### config.mk
export PLATFORM = sky130hd
export DESIGN_NAME = hpc_host_port_ctrl
export DESIGN_NICKNAME = d
export VERILOG_FILES = /design/src/shared/hpc_pkg.sv /design/src/verilog/hpc_bus_holder.sv /design/src/verilog/hpc_host_port_ctrl.sv
export SDC_FILE = /design/constraint.sdc
export NUM_CORES = 1
export LEC_CHECK = 0
export ABC_AREA = 1
export BUFFER_PORTS_ARGS = -buffer_cell sky130_fd_sc_hd__buf_2
export CORE_MARGIN = 2
export CORE_UTILIZATION = 30
export DETAILED_ROUTE_END_ITERATION = 8
export HOLD_SLACK_MARGIN = 0.15
export PLACE_DENSITY = 0.67
export SLEW_MARGIN = 20
export SYNTH_ARGS = -nofsm -noshare
export SYNTH_HDL_FRONTEND = slang
export SYNTH_HIERARCHICAL = 1
export SYNTH_SLANG_ARGS = --single-unit
### constraint.sdc
create_clock -name ref_clk -period 2.6 [get_ports ref_clk]
set_input_delay 0.52 -clock ref_clk [delete_from_list [all_inputs] [get_ports ref_clk]]
set_output_delay 0.52 -clock ref_clk [all_outputs]
set_load 0.005 [all_outputs]
### src/shared/hpc_pkg.sv
package hpc_pkg;

    // ------------------------------------------------------------
    // Widths and reset values
    // ------------------------------------------------------------
    localparam int   HPC_DATA_W       = 8;
    localparam logic HPC_SEL_RST      = 1'b0;
    localparam logic HPC_INT_RST      = 1'b1;
    localparam logic HPC_RDY_RST      = 1'b0;
    localparam logic HPC_HOLD_EN_RST  = 1'b0;

    typedef enum logic [1:0] {
        HPC_ST_RESET,
        HPC_ST_SAMPLE,
        HPC_ST_RUN
    } hpc_state_e;

endpackage

### src/verilog/hpc_bus_holder.sv
`timescale 1ns/1ps
`default_nettype none

module hpc_bus_holder #(
    parameter int W = 8
) (
    input  wire logic         ref_clk,     // Clock
    input  wire logic         rst_b,       // Async reset, active low
    input  wire logic         hold_en,     // Holder enabled
    input  wire logic         pad_oe,      // Line driven by the port itself
    input  wire logic [W-1:0] pad_level,   // Level seen on the lines
    output logic      [W-1:0] hold_val,    // Level the holder keeps
    output logic              hold_oe      // Holder drives the lines
);
    import hpc_pkg::*;

    logic [W-1:0] last_q;
    logic [W-1:0] last_d;

    // ------------------------------------------------------------
    // Last driven level
    // ------------------------------------------------------------
    always_comb begin
        last_d = last_q;
        if (pad_oe) begin
            last_d = pad_level;
        end
    end

    always_ff @(posedge ref_clk or negedge rst_b) begin
        if (!rst_b) begin
            last_q <= '0;
        end else begin
            last_q <= last_d;
        end
    end

    assign hold_val = last_q;
    assign hold_oe  = hold_en & ~pad_oe;

endmodule

`default_nettype wire

### src/verilog/hpc_host_port_ctrl.sv
`timescale 1ns/1ps
`default_nettype none

module hpc_host_port_ctrl
    import hpc_pkg::*;
#(
    parameter int DATA_W = hpc_pkg::HPC_DATA_W
) (
    input  wire logic              ref_clk,                 // Clock
    input  wire logic              rst_b,                   // Async reset
    input  wire logic              device_reset_in,         // Reset pin, low
    input  wire logic              host_port_select_strap,  // Select strap
    input  wire logic              test_reset_in,           // Test reset
    input  wire logic              emulator_line_zero,      // Emulator 0
    input  wire logic              emulator_line_one_or_disable, // Disable
    input  wire logic              host_strobe_in,          // Host strobe
    input  wire logic              core_ready,              // Core ready
    input  wire logic              core_interrupt,          // Core irq req
    input  wire logic              core_data_oe,            // Core outputs
    input  wire logic [DATA_W-1:0] core_data_out,           // Core data
    input  wire logic              holder_sw_enable,        // Holder on
    input  wire logic [DATA_W-1:0] host_data_lines_in,      // Data pins in
    output logic      [DATA_W-1:0] host_data_lines_out,     // Data pins out
    output logic                   host_data_lines_oe,      // Data pins oe
    output logic      [DATA_W-1:0] host_data_hold_val,      // Holder level
    output logic                   host_data_hold_oe,       // Holder drive
    output logic                   host_ready_out,          // Ready value
    output logic                   host_ready_oe,           // Ready drive
    output logic                   host_interrupt_out,      // Irq value
    output logic                   host_interrupt_oe,       // Irq drive
    output logic                   port_selected,           // Captured sel
    output logic                   host_input_pullup_en,    // Input pullups
    output logic                   strap_pulldown_en,       // Strap pulldown
    output logic                   host_strobe_seen         // Accepted strobe
);
    import hpc_pkg::*;

    hpc_state_e        state_q;
    hpc_state_e        state_d;
    logic              sel_q;
    logic              sel_d;
    logic              int_q;
    logic              int_d;
    logic              rdy_q;
    logic              rdy_d;
    logic [DATA_W-1:0] dout_q;
    logic [DATA_W-1:0] dout_d;
    logic              doe_q;
    logic              doe_d;
    logic              strobe_q;
    logic              strobe_d;
    logic              off_cond;
    logic              hold_on;

    // ------------------------------------------------------------
    // Output disable condition
    // ------------------------------------------------------------
    assign off_cond = ~test_reset_in & emulator_line_zero
                    & ~emulator_line_one_or_disable;

    // ------------------------------------------------------------
    // Strap capture and port control
    // ------------------------------------------------------------
    always_comb begin
        state_d  = state_q;
        sel_d    = sel_q;
        int_d    = int_q;
        rdy_d    = rdy_q;
        dout_d   = dout_q;
        doe_d    = 1'b0;
        strobe_d = 1'b0;
        case (state_q)
            HPC_ST_RESET: begin
                int_d = HPC_INT_RST;
                rdy_d = HPC_RDY_RST;
                sel_d = HPC_SEL_RST;
                if (device_reset_in) begin
                    state_d = HPC_ST_SAMPLE;
                end
            end
            HPC_ST_SAMPLE: begin
                sel_d   = host_port_select_strap;
                state_d = HPC_ST_RUN;
            end
            HPC_ST_RUN: begin
                // Strap is not looked at here
                if (sel_q) begin
                    int_d    = core_interrupt;
                    rdy_d    = core_ready;
                    doe_d    = core_data_oe;
                    dout_d   = core_data_out;
                    strobe_d = host_strobe_in;
                end else begin
                    rdy_d    = 1'b0;
                    strobe_d = 1'b0;
                end
            end
            default: begin
                state_d = HPC_ST_RESET;
            end
        endcase
        if (!device_reset_in) begin
            state_d  = HPC_ST_RESET;
            int_d    = HPC_INT_RST;
            doe_d    = 1'b0;
            strobe_d = 1'b0;
        end
    end

    always_ff @(posedge ref_clk or negedge rst_b) begin
        if (!rst_b) begin
            state_q  <= HPC_ST_RESET;
            sel_q    <= HPC_SEL_RST;
            int_q    <= HPC_INT_RST;
            rdy_q    <= HPC_RDY_RST;
            dout_q   <= '0;
            doe_q    <= 1'b0;
            strobe_q <= 1'b0;
        end else begin
            state_q  <= state_d;
            sel_q    <= sel_d;
            int_q    <= int_d;
            rdy_q    <= rdy_d;
            dout_q   <= dout_d;
            doe_q    <= doe_d;
            strobe_q <= strobe_d;
        end
    end

    // ------------------------------------------------------------
    // Pin drivers
    // ------------------------------------------------------------
    wire in_reset = (state_q == HPC_ST_RESET);
    wire deselect = ~sel_q & (state_q == HPC_ST_RUN);

    assign port_selected        = sel_q;
    assign host_strobe_seen     = strobe_q;
    assign host_input_pullup_en = deselect;
    assign strap_pulldown_en    = ~device_reset_in;
    assign hold_on              = holder_sw_enable | deselect;

    assign host_ready_out     = rdy_q;
    assign host_ready_oe      = ~off_cond & sel_q & ~in_reset;
    assign host_interrupt_out = int_q;
    assign host_interrupt_oe  = ~off_cond & (in_reset | sel_q);
    assign host_data_lines_out = dout_q;
    assign host_data_lines_oe  = doe_q & ~off_cond;

    hpc_bus_holder #(
        .W (DATA_W)
    ) u_holder (
        .ref_clk   (ref_clk),
        .rst_b     (rst_b),
        .hold_en   (hold_on & ~off_cond),
        .pad_oe    (host_data_lines_oe),
        .pad_level (host_data_lines_out),
        .hold_val  (host_data_hold_val),
        .hold_oe   (host_data_hold_oe)
    );

endmodule

`default_nettype wire
### After elaboration in Yosys (flattened, before gate mapping)

Cells that the tools add are included.

| word-level totals | value |
|---|---|
| register bits after elaboration | 23 |
| output and inout port bits | 26 |
| bits of input ports | 28 |
| word-level logic and storage cells | 50 |

| operators by class | value |
|---|---|
| equal/unequal tests | 5 |
| reduce and logical (&&, ||, !) cells | 5 |
| mux-type cells | 14 |
| bitwise gates (word level) | 18 |

Operator list:

| operator | number |
|---|---|
| 1-bit bitwise AND | 9 |
| 1-bit 2-to-1 mux | 9 |
| 1-bit inverter | 7 |
| 1-bit case mux with 2 select lines | 3 |
| 2-bit case mux with 3 select lines | 1 |
| 2-bit AND reduction | 2 |
| 2-bit nonzero test | 2 |
| 3-bit by 1-bit inequality test with 1-bit output (second input constant) | 1 |
| 3-bit inequality test (second input constant) | 1 |
| 2-bit by 1-bit equality test with 1-bit output (second input constant) | 1 |
| 2-bit equality test (second input constant) | 1 |
| 2-bit logical NOT | 1 |
| 2-bit 2-to-1 mux | 1 |
| 2-bit inequality test (second input constant) | 1 |
| 1-bit OR | 2 |

### Depth between registers and ports, before layout

Gate-level depths: netlist of the first run.

| logic depth | value |
|---|---|
| word-level depth | 7 |
| depth in mapped cells | 8 |
| mapped depth without buffers | 7 |

### By module

The synthesis of the first run kept the hierarchy.

By module, submodules not included:

| module | area an instance (µm²) | seq. area each (µm²) | cells an instance | times used |
|---|---|---|---|---|
| hpc_host_port_ctrl | 653.1 | 376.6 | 79 | 1 |
| hpc_bus_holder | 312.8 | 200.2 | 36 | 1 |

### Worst setup path before layout of the first run

No wires, ideal clock.

| timing path | value |
|---|---|
| path kind | input -> output |
| start point | in emulator_line_one_or_disable |
| end point | out host_data_hold_oe |
| arrival | 1064 ps |
| setup slack | 1016 ps |
| stages on the path | 6 |
| cells stage by stage | inv_1 -> nand2_1 -> o21ai_0 -> inv_1 -> buf_6 -> nor2_1 |

| between the ends | value |
|---|---|
| longest elaborated chain between the ends | 6 |
| elaborated cells between the ends (all ways) | 7 |
| classes of those cells | 7 x bitwise |

Ends and longest elaborated chain:

| element | RTL line | source |
|---|---|---|
| start, declared | hpc_host_port_ctrl.sv:15 | `input wire logic emulator_line_one_or_disable,` |
| 1-bit inverter | hpc_host_port_ctrl.sv:59 | `& ~emulator_line_one_or_disable;` |
| 1-bit bitwise AND | hpc_host_port_ctrl.sv:59 |  |
| 1-bit inverter | hpc_host_port_ctrl.sv:147 | `assign host_data_lines_oe = doe_q & ~off_cond;` |
| 1-bit bitwise AND | hpc_host_port_ctrl.sv:147 |  |
| named net host_data_lines_oe | hpc_host_port_ctrl.sv:24 | `output logic host_data_lines_oe,` |
| 1-bit inverter | hpc_bus_holder.sv:39 | `assign hold_oe = hold_en & ~pad_oe;` |
| 1-bit bitwise AND | hpc_bus_holder.sv:39 |  |
| end, declared | hpc_host_port_ctrl.sv:26 | `output logic host_data_hold_oe,` |

The timed path passes the listed nets, and every way through them passes these cells.

### Worst setup path after layout of the first run

| timing path | value |
|---|---|
| start point | reg state_q[0] |
| end point | out host_data_hold_oe |

| between the ends | value |
|---|---|
| longest elaborated chain between the ends | 5 |

Ends and longest elaborated chain:

| element | RTL line | source |
|---|---|---|
| start, declared | hpc_host_port_ctrl.sv:38 | `hpc_state_e state_q;` |
| start signal, assigned | hpc_host_port_ctrl.sv:120 | `state_q <= state_d;` |
| 2-bit equality test | hpc_host_port_ctrl.sv:134 | `wire deselect = ~sel_q & (state_q == HPC_ST_RUN);` |
| 1-bit bitwise AND | hpc_host_port_ctrl.sv:134 |  |
| 1-bit OR | hpc_host_port_ctrl.sv:140 | `assign hold_on = holder_sw_enable \| deselect;` |
| 1-bit bitwise AND | hpc_host_port_ctrl.sv:154 | `.hold_en (hold_on & ~off_cond),` |
| 1-bit bitwise AND | hpc_bus_holder.sv:39 |  |

No other way between the ends.

==> results.json, run 1 <==
{
  "dr_total_vias": 812,
  "status": "completed",
  "mostFrequentLayoutCells": "nand2_1 (59), buf_2 (45), dfrtp_1 (22)",
  "start_util_pct": 31.6,
  "cts_hold_buf": 0,
  "cts_resized": 0,
  "drv_slew": 0,
  "nNetsFinal": 191,
  "final_hold_viol_count": 0,
  "hold_path_class": "in -> async",
  "ff2ff_path_depth": 5,
  "combPwrFrac_pct": 26.1,
  "ys_warn_count": 6,
  "root_buffer": "clkbuf_4",
  "arrival_ns": 1.37,
  "critPathKind": "reg -> out",
  "synth-seq-cells": 23,
  "drtAntennaViolNets": 0,
  "powerDensity_nw_per_um2": 741,
  "fin_tns_setup_ns": 0,
  "postSynthCellCount": 115,
  "antenna-diode-count": 0,
  "wl_per_cell_um": 9.80,
  "rsz0062_at_grt": "false",
  "placementRows": 20,
  "p_clk_share_pct": 16.7,
  "die-width_um": 60.7,
  "drt-initial-drc-count": 26,
  "drt_first_pass_iters": 4,
  "htreeDepth": 1,
  "grt_first_pass_wirelength_um": 3140,
  "syn_nets": 143,
  "reg2reg_slack_ns": 1.44,
  "postCtsSetupBuffers": 0,
  "intPower_mw": 0.634,
  "syn-cell-area_um2": 966,
  "ys_seq_area_share_pct": 59.7,
  "routed_wirelength_um": 2020,
  "total_power_mw": 0.926,
  "crit-reg2reg-launch": "port_selected$_DFFE_PN0P_",
  "finalSetupViolations": 0,
  "hpwl_um": 1590,
  "first_global_vias": 760,
  "clkLatencyLatePin_ns": 0.29,
  "grt_max_degree": 24,
  "drive_gt1_share_pct": 33.3,
  "required_ns": 2.08,
  "critPathLaunchType": "register",
  "syn2layout_area_growth_pct": 29.4,
  "multi_input_area_um2": 318,
  "ys_types": 14,
  "groute.usage.overall_pct": 11.6,
  "via_per_inst": 3.94,
  "r2r-end": "host_data_lines_out[7]$_DFFE_PN0P_",
  "die_area_um2": 3690,
  "fin_worst_skew_ns": 0.00130,
  "seqPwrFrac_pct": 57.2,
  "critPathLaunch": "state_q[0]$_DFFE_PN0P_",
  "worst-slew-pin-transition_ns": 0.490,
  "endpoint": "host_data_hold_oe",
  "io_pins": 54,
  "core-area_um2": 3050,
  "grt.overflow.total": 0,
  "min_period_ns": 1.89,
  "swShare_pct": 31.5,
  "cts.path.max_buffers": 2,
  "irDropWorstVdd_mv": 0.197,
  "fillers": 330,
  "register_area_um2": 577,
  "maxCapViolCount": 0,
  "place.gp.congestion": 0.725,
  "numCtsBuffers": 3,
  "cts_tree": "built",
  "worst_slew_margin_rel_pct": 67.3,
  "crit_fanout": 5,
  "die_h_um": 60.7,
  "leakage_nw": 0.764,
  "final_common_cell": "nand2_1",
  "cts_sinks": 23,
  "fmax_ghz": 0.528,
  "critPathCaptureType": "output port",
  "avgSynthCellArea_um2": 8.40,
  "path_clk_slew_ns": 0.11,
  "grt_antenna_before_repair": 0,
  "drc": 0,
  "port_buffers": 45,
  "fin_crit_sh_pct": 72.9,
  "p_sw_mw": 0.291
}
## registers in the layout, summed over array words and instances (netlist names)
name,flops
doe_q,1
host_interrupt_out,1
state_q,2
host_data_lines_out,8
host_strobe_seen,1
port_selected,1
u_holder/hold_val,8
host_ready_out,1
## power by group through the flow
stage	Combinational, mW	Clock [mW]	Sequential, mW
detailed placement	0.247	0	0.539
CTS	0.248	0.164	0.532
global placement	0.240	0	0.536
finish	0.242	0.155	0.529
floorplan	0.0937	0	0.536
global route	0.278	0.176	0.542
## cells by family after synthesis
logic type	share of synthesized area [%]
flip-flops	59.7
buffers and inverters	7.38
AO/OA/AOI/OAI	2.33
AND/OR/NAND/NOR	30.6
## through the flow
step / worst slack (ns) / instances / hold WS (ns) / util, % / instance area (µm²)
2_1_floorplan: 1.02 / 115 / 0.224 / - / 966
3_3_place_gp: 0.802 / 202 / 0.453 / 40.1 / 1220
3_5_place_dp: 0.764 / 202 / 0.460 / 40.1 / 1220
4_1_cts: 0.673 / 206 / 0.176 / 40.9 / 1250
5_1_grt: 0.576 / 206 / 0.197 / 40.9 / 1250
6_report: 0.706 / 206 / 0.166 / 40.9 / 1250
## metal layers
layer	vias to the layer above	track usage [%]	share of wire (%)
met2	21	20.4	48
met4	0	7.45	1.3
met5	-	0	0
met1	352	13.2	46
li1	437	-	-
met3	2	1.49	4.9
## how the worst min path moves through the flow
| stage | startpoint | end | slack, ns |
|---|---|---|---|
| 2_1_floorplan | rst_b | doe_q$_DFF_PN0_ | 0.22 |
| 3_3_place_gp | u_holder/hold_val[6]$_DFFE_PN0P_ | u_holder/hold_val[6]$_DFFE_PN0P_ | 0.45 |
| 3_5_place_dp | u_holder/hold_val[6]$_DFFE_PN0P_ | u_holder/hold_val[6]$_DFFE_PN0P_ | 0.46 |
| 4_1_cts | rst_b | host_strobe_seen$_DFF_PN0_ | 0.18 |
| 5_1_grt | rst_b | state_q[1]$_DFFE_PN0P_ | 0.20 |
| 6_report | rst_b | host_strobe_seen$_DFF_PN0_ | 0.17 |
## area by class of cell
class                           count  share of cell area [%]
Tap cell                           44                    4.40
Clock buffer                        4                    2.10
Timing Repair Buffer               45                    18.0
Inverter                           13                    3.90
Sequential cell                    23                    46.1
Multi-Input combinational cell     77                    25.4
## worst max-delay path, stage by stage, from the launching register on
cell	delay [ns]
dfrtp_1	0.46
nor2_1	0.17
nand2_1	0.09
a21oi_1	0.12
inv_1	0.05
nor2_1	0.07
buf_2	0.12
## cells in the mapped netlist, drive strengths merged
cell    count  area, µm²
nand2      60        228
a21oi       2       10.0
o21bai      1       7.51
and3        2       12.5
nand3       1       10.0
o21ai       1       5.00
dfrtp      22        551
inv        13       48.8
nor2       10       45.0
buf         2       22.5
dfstp       1       26.3
No activity file was read; power rests on OpenSTA's default activity.
==> run 2: changes to the inputs <==
- clock period: 2.6 -> 1.85 ns (I/O delays scaled with it)
==> results.json, run 2 (synthesis gave the netlist of run 1 again) <==
{
  "cts_sinks": 23,
  "powerDensity_nw_per_um2": 1040,
  "start_util_pct": 31.6,
  "die_h_um": 60.7,
  "critPathTopFamily": "flip-flops",
  "r2r-end": "host_data_lines_out[6]$_DFFE_PN0P_",
  "grt_antenna_before_repair": 0,
  "root_buffer": "clkbuf_4",
  "slowest_delay_ns": 0.44,
  "drt-initial-drc-count": 6,
  "rsz0062_at_grt": "false",
  "mostFrequentLayoutCells": "nand2_1 (59), buf_2 (45), dfrtp_1 (21)",
  "die_area_um2": 3690,
  "routed_wirelength_um": 2070,
  "grt_first_pass_wirelength_um": 3150,
  "irDropWorstVdd_mv": 0.348,
  "groute.usage.overall_pct": 12.0,
  "maxCapViolCount": 0,
  "path_buf_inv": 2,
  "worst_slew_margin_rel_pct": 66.5,
  "place.gp.congestion": 0.724,
  "port_buffers": 45,
  "drc": 0,
  "io_pins": 54,
  "critPathCaptureType": "output port",
  "antenna-diode-count": 0,
  "leakage_nw": 0.780,
  "die-width_um": 60.7,
  "htreeDepth": 1,
  "dr_total_vias": 840,
  "crit_chain": "nor2_1, nand2_1, a21oi_1, inv_1, nor2_1, buf_2",
  "required_ns": 1.48,
  "placementRows": 20,
  "nNetsFinal": 194,
  "clkLatencyLatePin_ns": 0.32,
  "drt_first_pass_iters": 4,
  "dp_slack_ns": 0.336,
  "final_common_cell": "nand2_1",
  "reg2reg_slack_ns": 0.64,
  "cp_slowest_cell": "dfrtp_2",
  "whs_path_depth": 3,
  "worst-slew-pin-transition_ns": 0.502,
  "fin_crit_sh_pct": 95.0,
  "cts.path.max_buffers": 2,
  "path_clk_slew_ns": 0.13,
  "finalSetupViolations": 0,
  "first_global_vias": 721,
  "crit_top_cell": "nor2_1",
  "syn2layout_area_growth_pct": 32.3,
  "critPathKind": "reg -> out",
  "hold_path_class": "in -> reg",
  "fin_tns_setup_ns": 0,
  "fin_worst_skew_ns": 0.00730,
  "fillers": 348,
  "critPathLaunchType": "register",
  "setup_slack_ns": 0.0933,
  "arrival_ns": 1.39,
  "wl_per_cell_um": 9.90,
  "drtAntennaViolNets": 0,
  "min-delay-start": "core_data_out[1]",
  "grt_max_degree": 24,
  "via_per_inst": 4.02,
  "ff2ff_path_depth": 5,
  "drv_slew": 0,
  "final_hold_viol_count": 0,
  "fmax_ghz": 0.569,
  "timing.hold.ws_ns": 0.237,
  "crit_fanout": 4,
  "crit-reg2reg-launch": "state_q[0]$_DFFE_PN0P_",
  "core-area_um2": 3050,
  "holdPathEnd": "host_data_lines_out[1]$_DFFE_PN0P_",
  "numCtsBuffers": 3,
  "hpwl_um": 1570,
  "cts_tree": "built",
  "drive_gt1_share_pct": 35.2,
  "min_period_ns": 1.76,
  "status": "completed",
  "grt.overflow.total": 0
}
==> run 2: changes by cell type in the layout (fill, tap and decap cells not counted) <==
| cell | change |
|---|---|
| dlygate4sd3_1 | +1 |
| clkinv_2 | +1 |
| buf_4 | +2 |
| clkbuf_1 | -1 |
| dfrtp_2 | +1 |
| dfrtp_1 | -1 |
==> run 2: area by class of cell <==
class | instances | area, µm² | area share [%]
multi-input cells | 77 | 318 | 24.9
inverters | 13 | 48.8 | 3.82
well taps | 44 | 55.1 | 4.31
repair buffers | 48 | 250 | 19.6
flip-flops and latches | 23 | 578 | 45.2
clock buffers | 3 | 22.5 | 1.76
clock inverters | 1 | 5.00 | 0.392
==> run 2: routing by layer <==
layer	global-route usage, %	part of all wire, %	vias to the layer above
met4	8.39	2.9	0
met3	2.13	4.3	5
met1	16.4	47	368
li1	-	-	445
met2	17.2	45	22
met5	0	0	-
==> run 2: how the worst max path moves through the flow <==
stage | startpoint | to | slack, ns | cells after the start
floorplan | emulator_line_one_or_disable | host_data_hold_oe | 0.57 | 6
global placement | emulator_line_one_or_disable | host_data_hold_oe | 0.35 | 7
detailed placement | emulator_line_one_or_disable | host_data_hold_oe | 0.34 | 7
CTS | state_q[0]$_DFFE_PN0P_ | host_data_hold_oe | 0.06 | 6
global route | state_q[0]$_DFFE_PN0P_ | host_data_hold_oe | 0.00009 | 6
finish | state_q[0]$_DFFE_PN0P_ | host_data_hold_oe | 0.09 | 6
==> run 2: timing repair <==
action,in CTS,in global routing
resized for setup,0,1
hold buffers,1,0
buffers inserted,0,2
hold endpoints to repair,22,0
setup endpoints to repair,0,1
==> run 2: where the power goes <==
group | internal (mW) | switching (mW) | leakage, nW
logic | 0.175 | 0.175 | 0.471
clock network | 0.0811 | 0.151 | 0.0177
registers | 0.640 | 0.0998 | 0.291
==> run 2: worst min-delay path, stage by stage <==
cell and delay (ns):
buf_2 0.07, nand2_1 0.04, nand2_1 0.05
==> run 2: metrics by stage <==
step	util, %	power [mW]	std cells	instance area (µm²)
2_1_floorplan	-	0.885	115	966
3_3_place_gp	40.1	1.09	202	1220
3_5_place_dp	40.1	1.10	202	1220
4_1_cts	41.3	1.33	207	1260
5_1_grt	41.8	1.42	209	1280
6_report	41.8	1.32	209	1280
==> run 3: changes to the inputs <==
- CORE_UTILIZATION: 30 -> 42
- PLACE_DENSITY: 0.67 -> 0.86
- RECOVER_POWER: not set -> 25
==> results.json, run 3 (synthesis gave the netlist of run 1 again) <==
{
  "holdPathEnd": "host_ready_out$_DFFE_PN0P_",
  "die_area_um2": 2700,
  "reg2reg_slack_ns": 0.59,
  "place.gp.congestion": 0.812,
  "first_global_vias": 781,
  "fillers": 199,
  "critPathLaunchType": "register",
  "cts_tree": "built",
  "numCtsBuffers": 3,
  "fin_tns_setup_ns": 0,
  "fin_worst_skew_ns": 0.00929,
  "final_area_um2": 1270,
  "final_common_cell": "nand2_1",
  "finalSetupViolations": 0,
  "final_hold_viol_count": 0,
  "multi_input_area_um2": 318,
  "arrival_ns": 1.38,
  "placementRows": 17,
  "grt_first_pass_wirelength_um": 3350,
  "dp_slack_ns": 0.351,
  "cts_sinks": 23,
  "path_clk_slew_ns": 0.13,
  "min-delay-start": "core_ready",
  "routed_wirelength_um": 2150,
  "drt_first_pass_iters": 4,
  "worst_slew_margin_rel_pct": 67.6,
  "hold_path_class": "in -> reg",
  "min_period_ns": 1.75,
  "setup_slack_ns": 0.0968,
  "drive_gt1_share_pct": 35.5,
  "grt.overflow.total": 0,
  "port_buffers": 45,
  "fin_crit_sh_pct": 94.8,
  "start_util_pct": 44.1,
  "irDropWorstVdd_mv": 0.588,
  "clkLatencyLatePin_ns": 0.31,
  "leakage_nw": 0.782,
  "mostFrequentLayoutCells": "nand2_1 (59), buf_2 (45), dfrtp_1 (21)",
  "total_power_mw": 1.33,
  "via_per_inst": 4.40,
  "grt_max_degree": 24,
  "required_ns": 1.48,
  "nNetsFinal": 195,
  "drv_slew": 0,
  "ff2ff_path_depth": 5,
  "wl_per_cell_um": 11.1,
  "drc": 0,
  "critPathKind": "reg -> out",
  "hpwl_um": 1580,
  "final_cells": 194,
  "drt-initial-drc-count": 22,
  "core-area_um2": 2190,
  "powerDensity_nw_per_um2": 1050,
  "status": "completed",
  "worst-slew-pin-transition_ns": 0.487,
  "maxCapViolCount": 0,
  "io_pins": 54,
  "drtAntennaViolNets": 0,
  "groute.usage.overall_pct": 17.1,
  "dr_total_vias": 853,
  "grt_antenna_before_repair": 0,
  "r2r-end": "host_data_lines_out[5]$_DFFE_PN0P_",
  "register_area_um2": 578,
  "cts.path.max_buffers": 2,
  "syn2layout_area_growth_pct": 31.2,
  "antenna-diode-count": 0,
  "fmax_ghz": 0.570,
  "root_buffer": "clkbuf_4",
  "critPathCaptureType": "output port",
  "crit_fanout": 4,
  "htreeDepth": 1,
  "crit-reg2reg-launch": "state_q[0]$_DFFE_PN0P_",
  "die-width_um": 52.0,
  "dpl_cell_area_um2": 1200,
  "whs_path_depth": 3,
  "dp.cells": 186,
  "die_h_um": 52.0
}
-- run 3: power breakdown --
| part | switching, mW | leakage [nW] | internal, mW | total [mW] |
|---|---|---|---|---|
| clock network | 0.147 | 0.0139 | 0.0823 | 0.229 |
| registers | 0.105 | 0.291 | 0.640 | 0.746 |
| logic | 0.180 | 0.476 | 0.177 | 0.358 |
| total | 0.433 | 0.782 | 0.900 | 1.33 |
-- run 3: worst max-delay path: stages (launching register included) --
cell and delay (ns):
dfrtp_2 0.46, buf_4 0.14, inv_1 0.08, nand2_1 0.12, a21oi_1 0.15, buf_2 0.12
-- run 3: metrics by stage --
stage,util [%],hold slack [ns]
final,57.9,0.243
after global routing,57.9,0.252
after CTS,56.8,0.245
after detailed placement,54.9,0.355
after global placement,54.9,0.348
after floorplan,-,0.0744
-- run 3: layer usage --
| layer | track usage, % | vias to the layer above | part of all wire (%) |
|---|---|---|---|
| met3 | 2.30 | 4 | 4.2 |
| met5 | 0 | - | 0 |
| met2 | 28.1 | 23 | 50 |
| li1 | - | 445 | - |
| met1 | 21.0 | 381 | 43 |
| met4 | 11.4 | 0 | 2.4 |
-- run 3: worst max path at each step --
stage / from / end / cells after the start
2_1_floorplan: emulator_line_one_or_disable / host_data_hold_oe / 6
6_report: state_q[0]$_DFFE_PN0P_ / host_interrupt_oe / 5
3_3_place_gp: emulator_line_one_or_disable / host_data_hold_oe / 7
3_5_place_dp: emulator_line_one_or_disable / host_data_hold_oe / 7
5_1_grt: state_q[0]$_DFFE_PN0P_ / host_data_hold_oe / 6
4_1_cts: state_q[0]$_DFFE_PN0P_ / host_data_hold_oe / 6
-- run 3: area by class of cell --
cell class	instances	area share, %
inverter	13	3.85
sequential	23	45.6
clock inverter	1	0.592
tap	28	2.76
timing repair buffer	49	20.3
clock buffer	3	1.78
multi-input combinational	77	25.1
-- run 3: what timing repair did --
item | 4_1_cts | 5_1_grt
endpoints found under the setup margin | 0 | 1
setup buffers | 0 | 3
hold buffers | 1 | 0
gates resized for setup | 0 | 1
hold endpoints to repair | 22 | 0
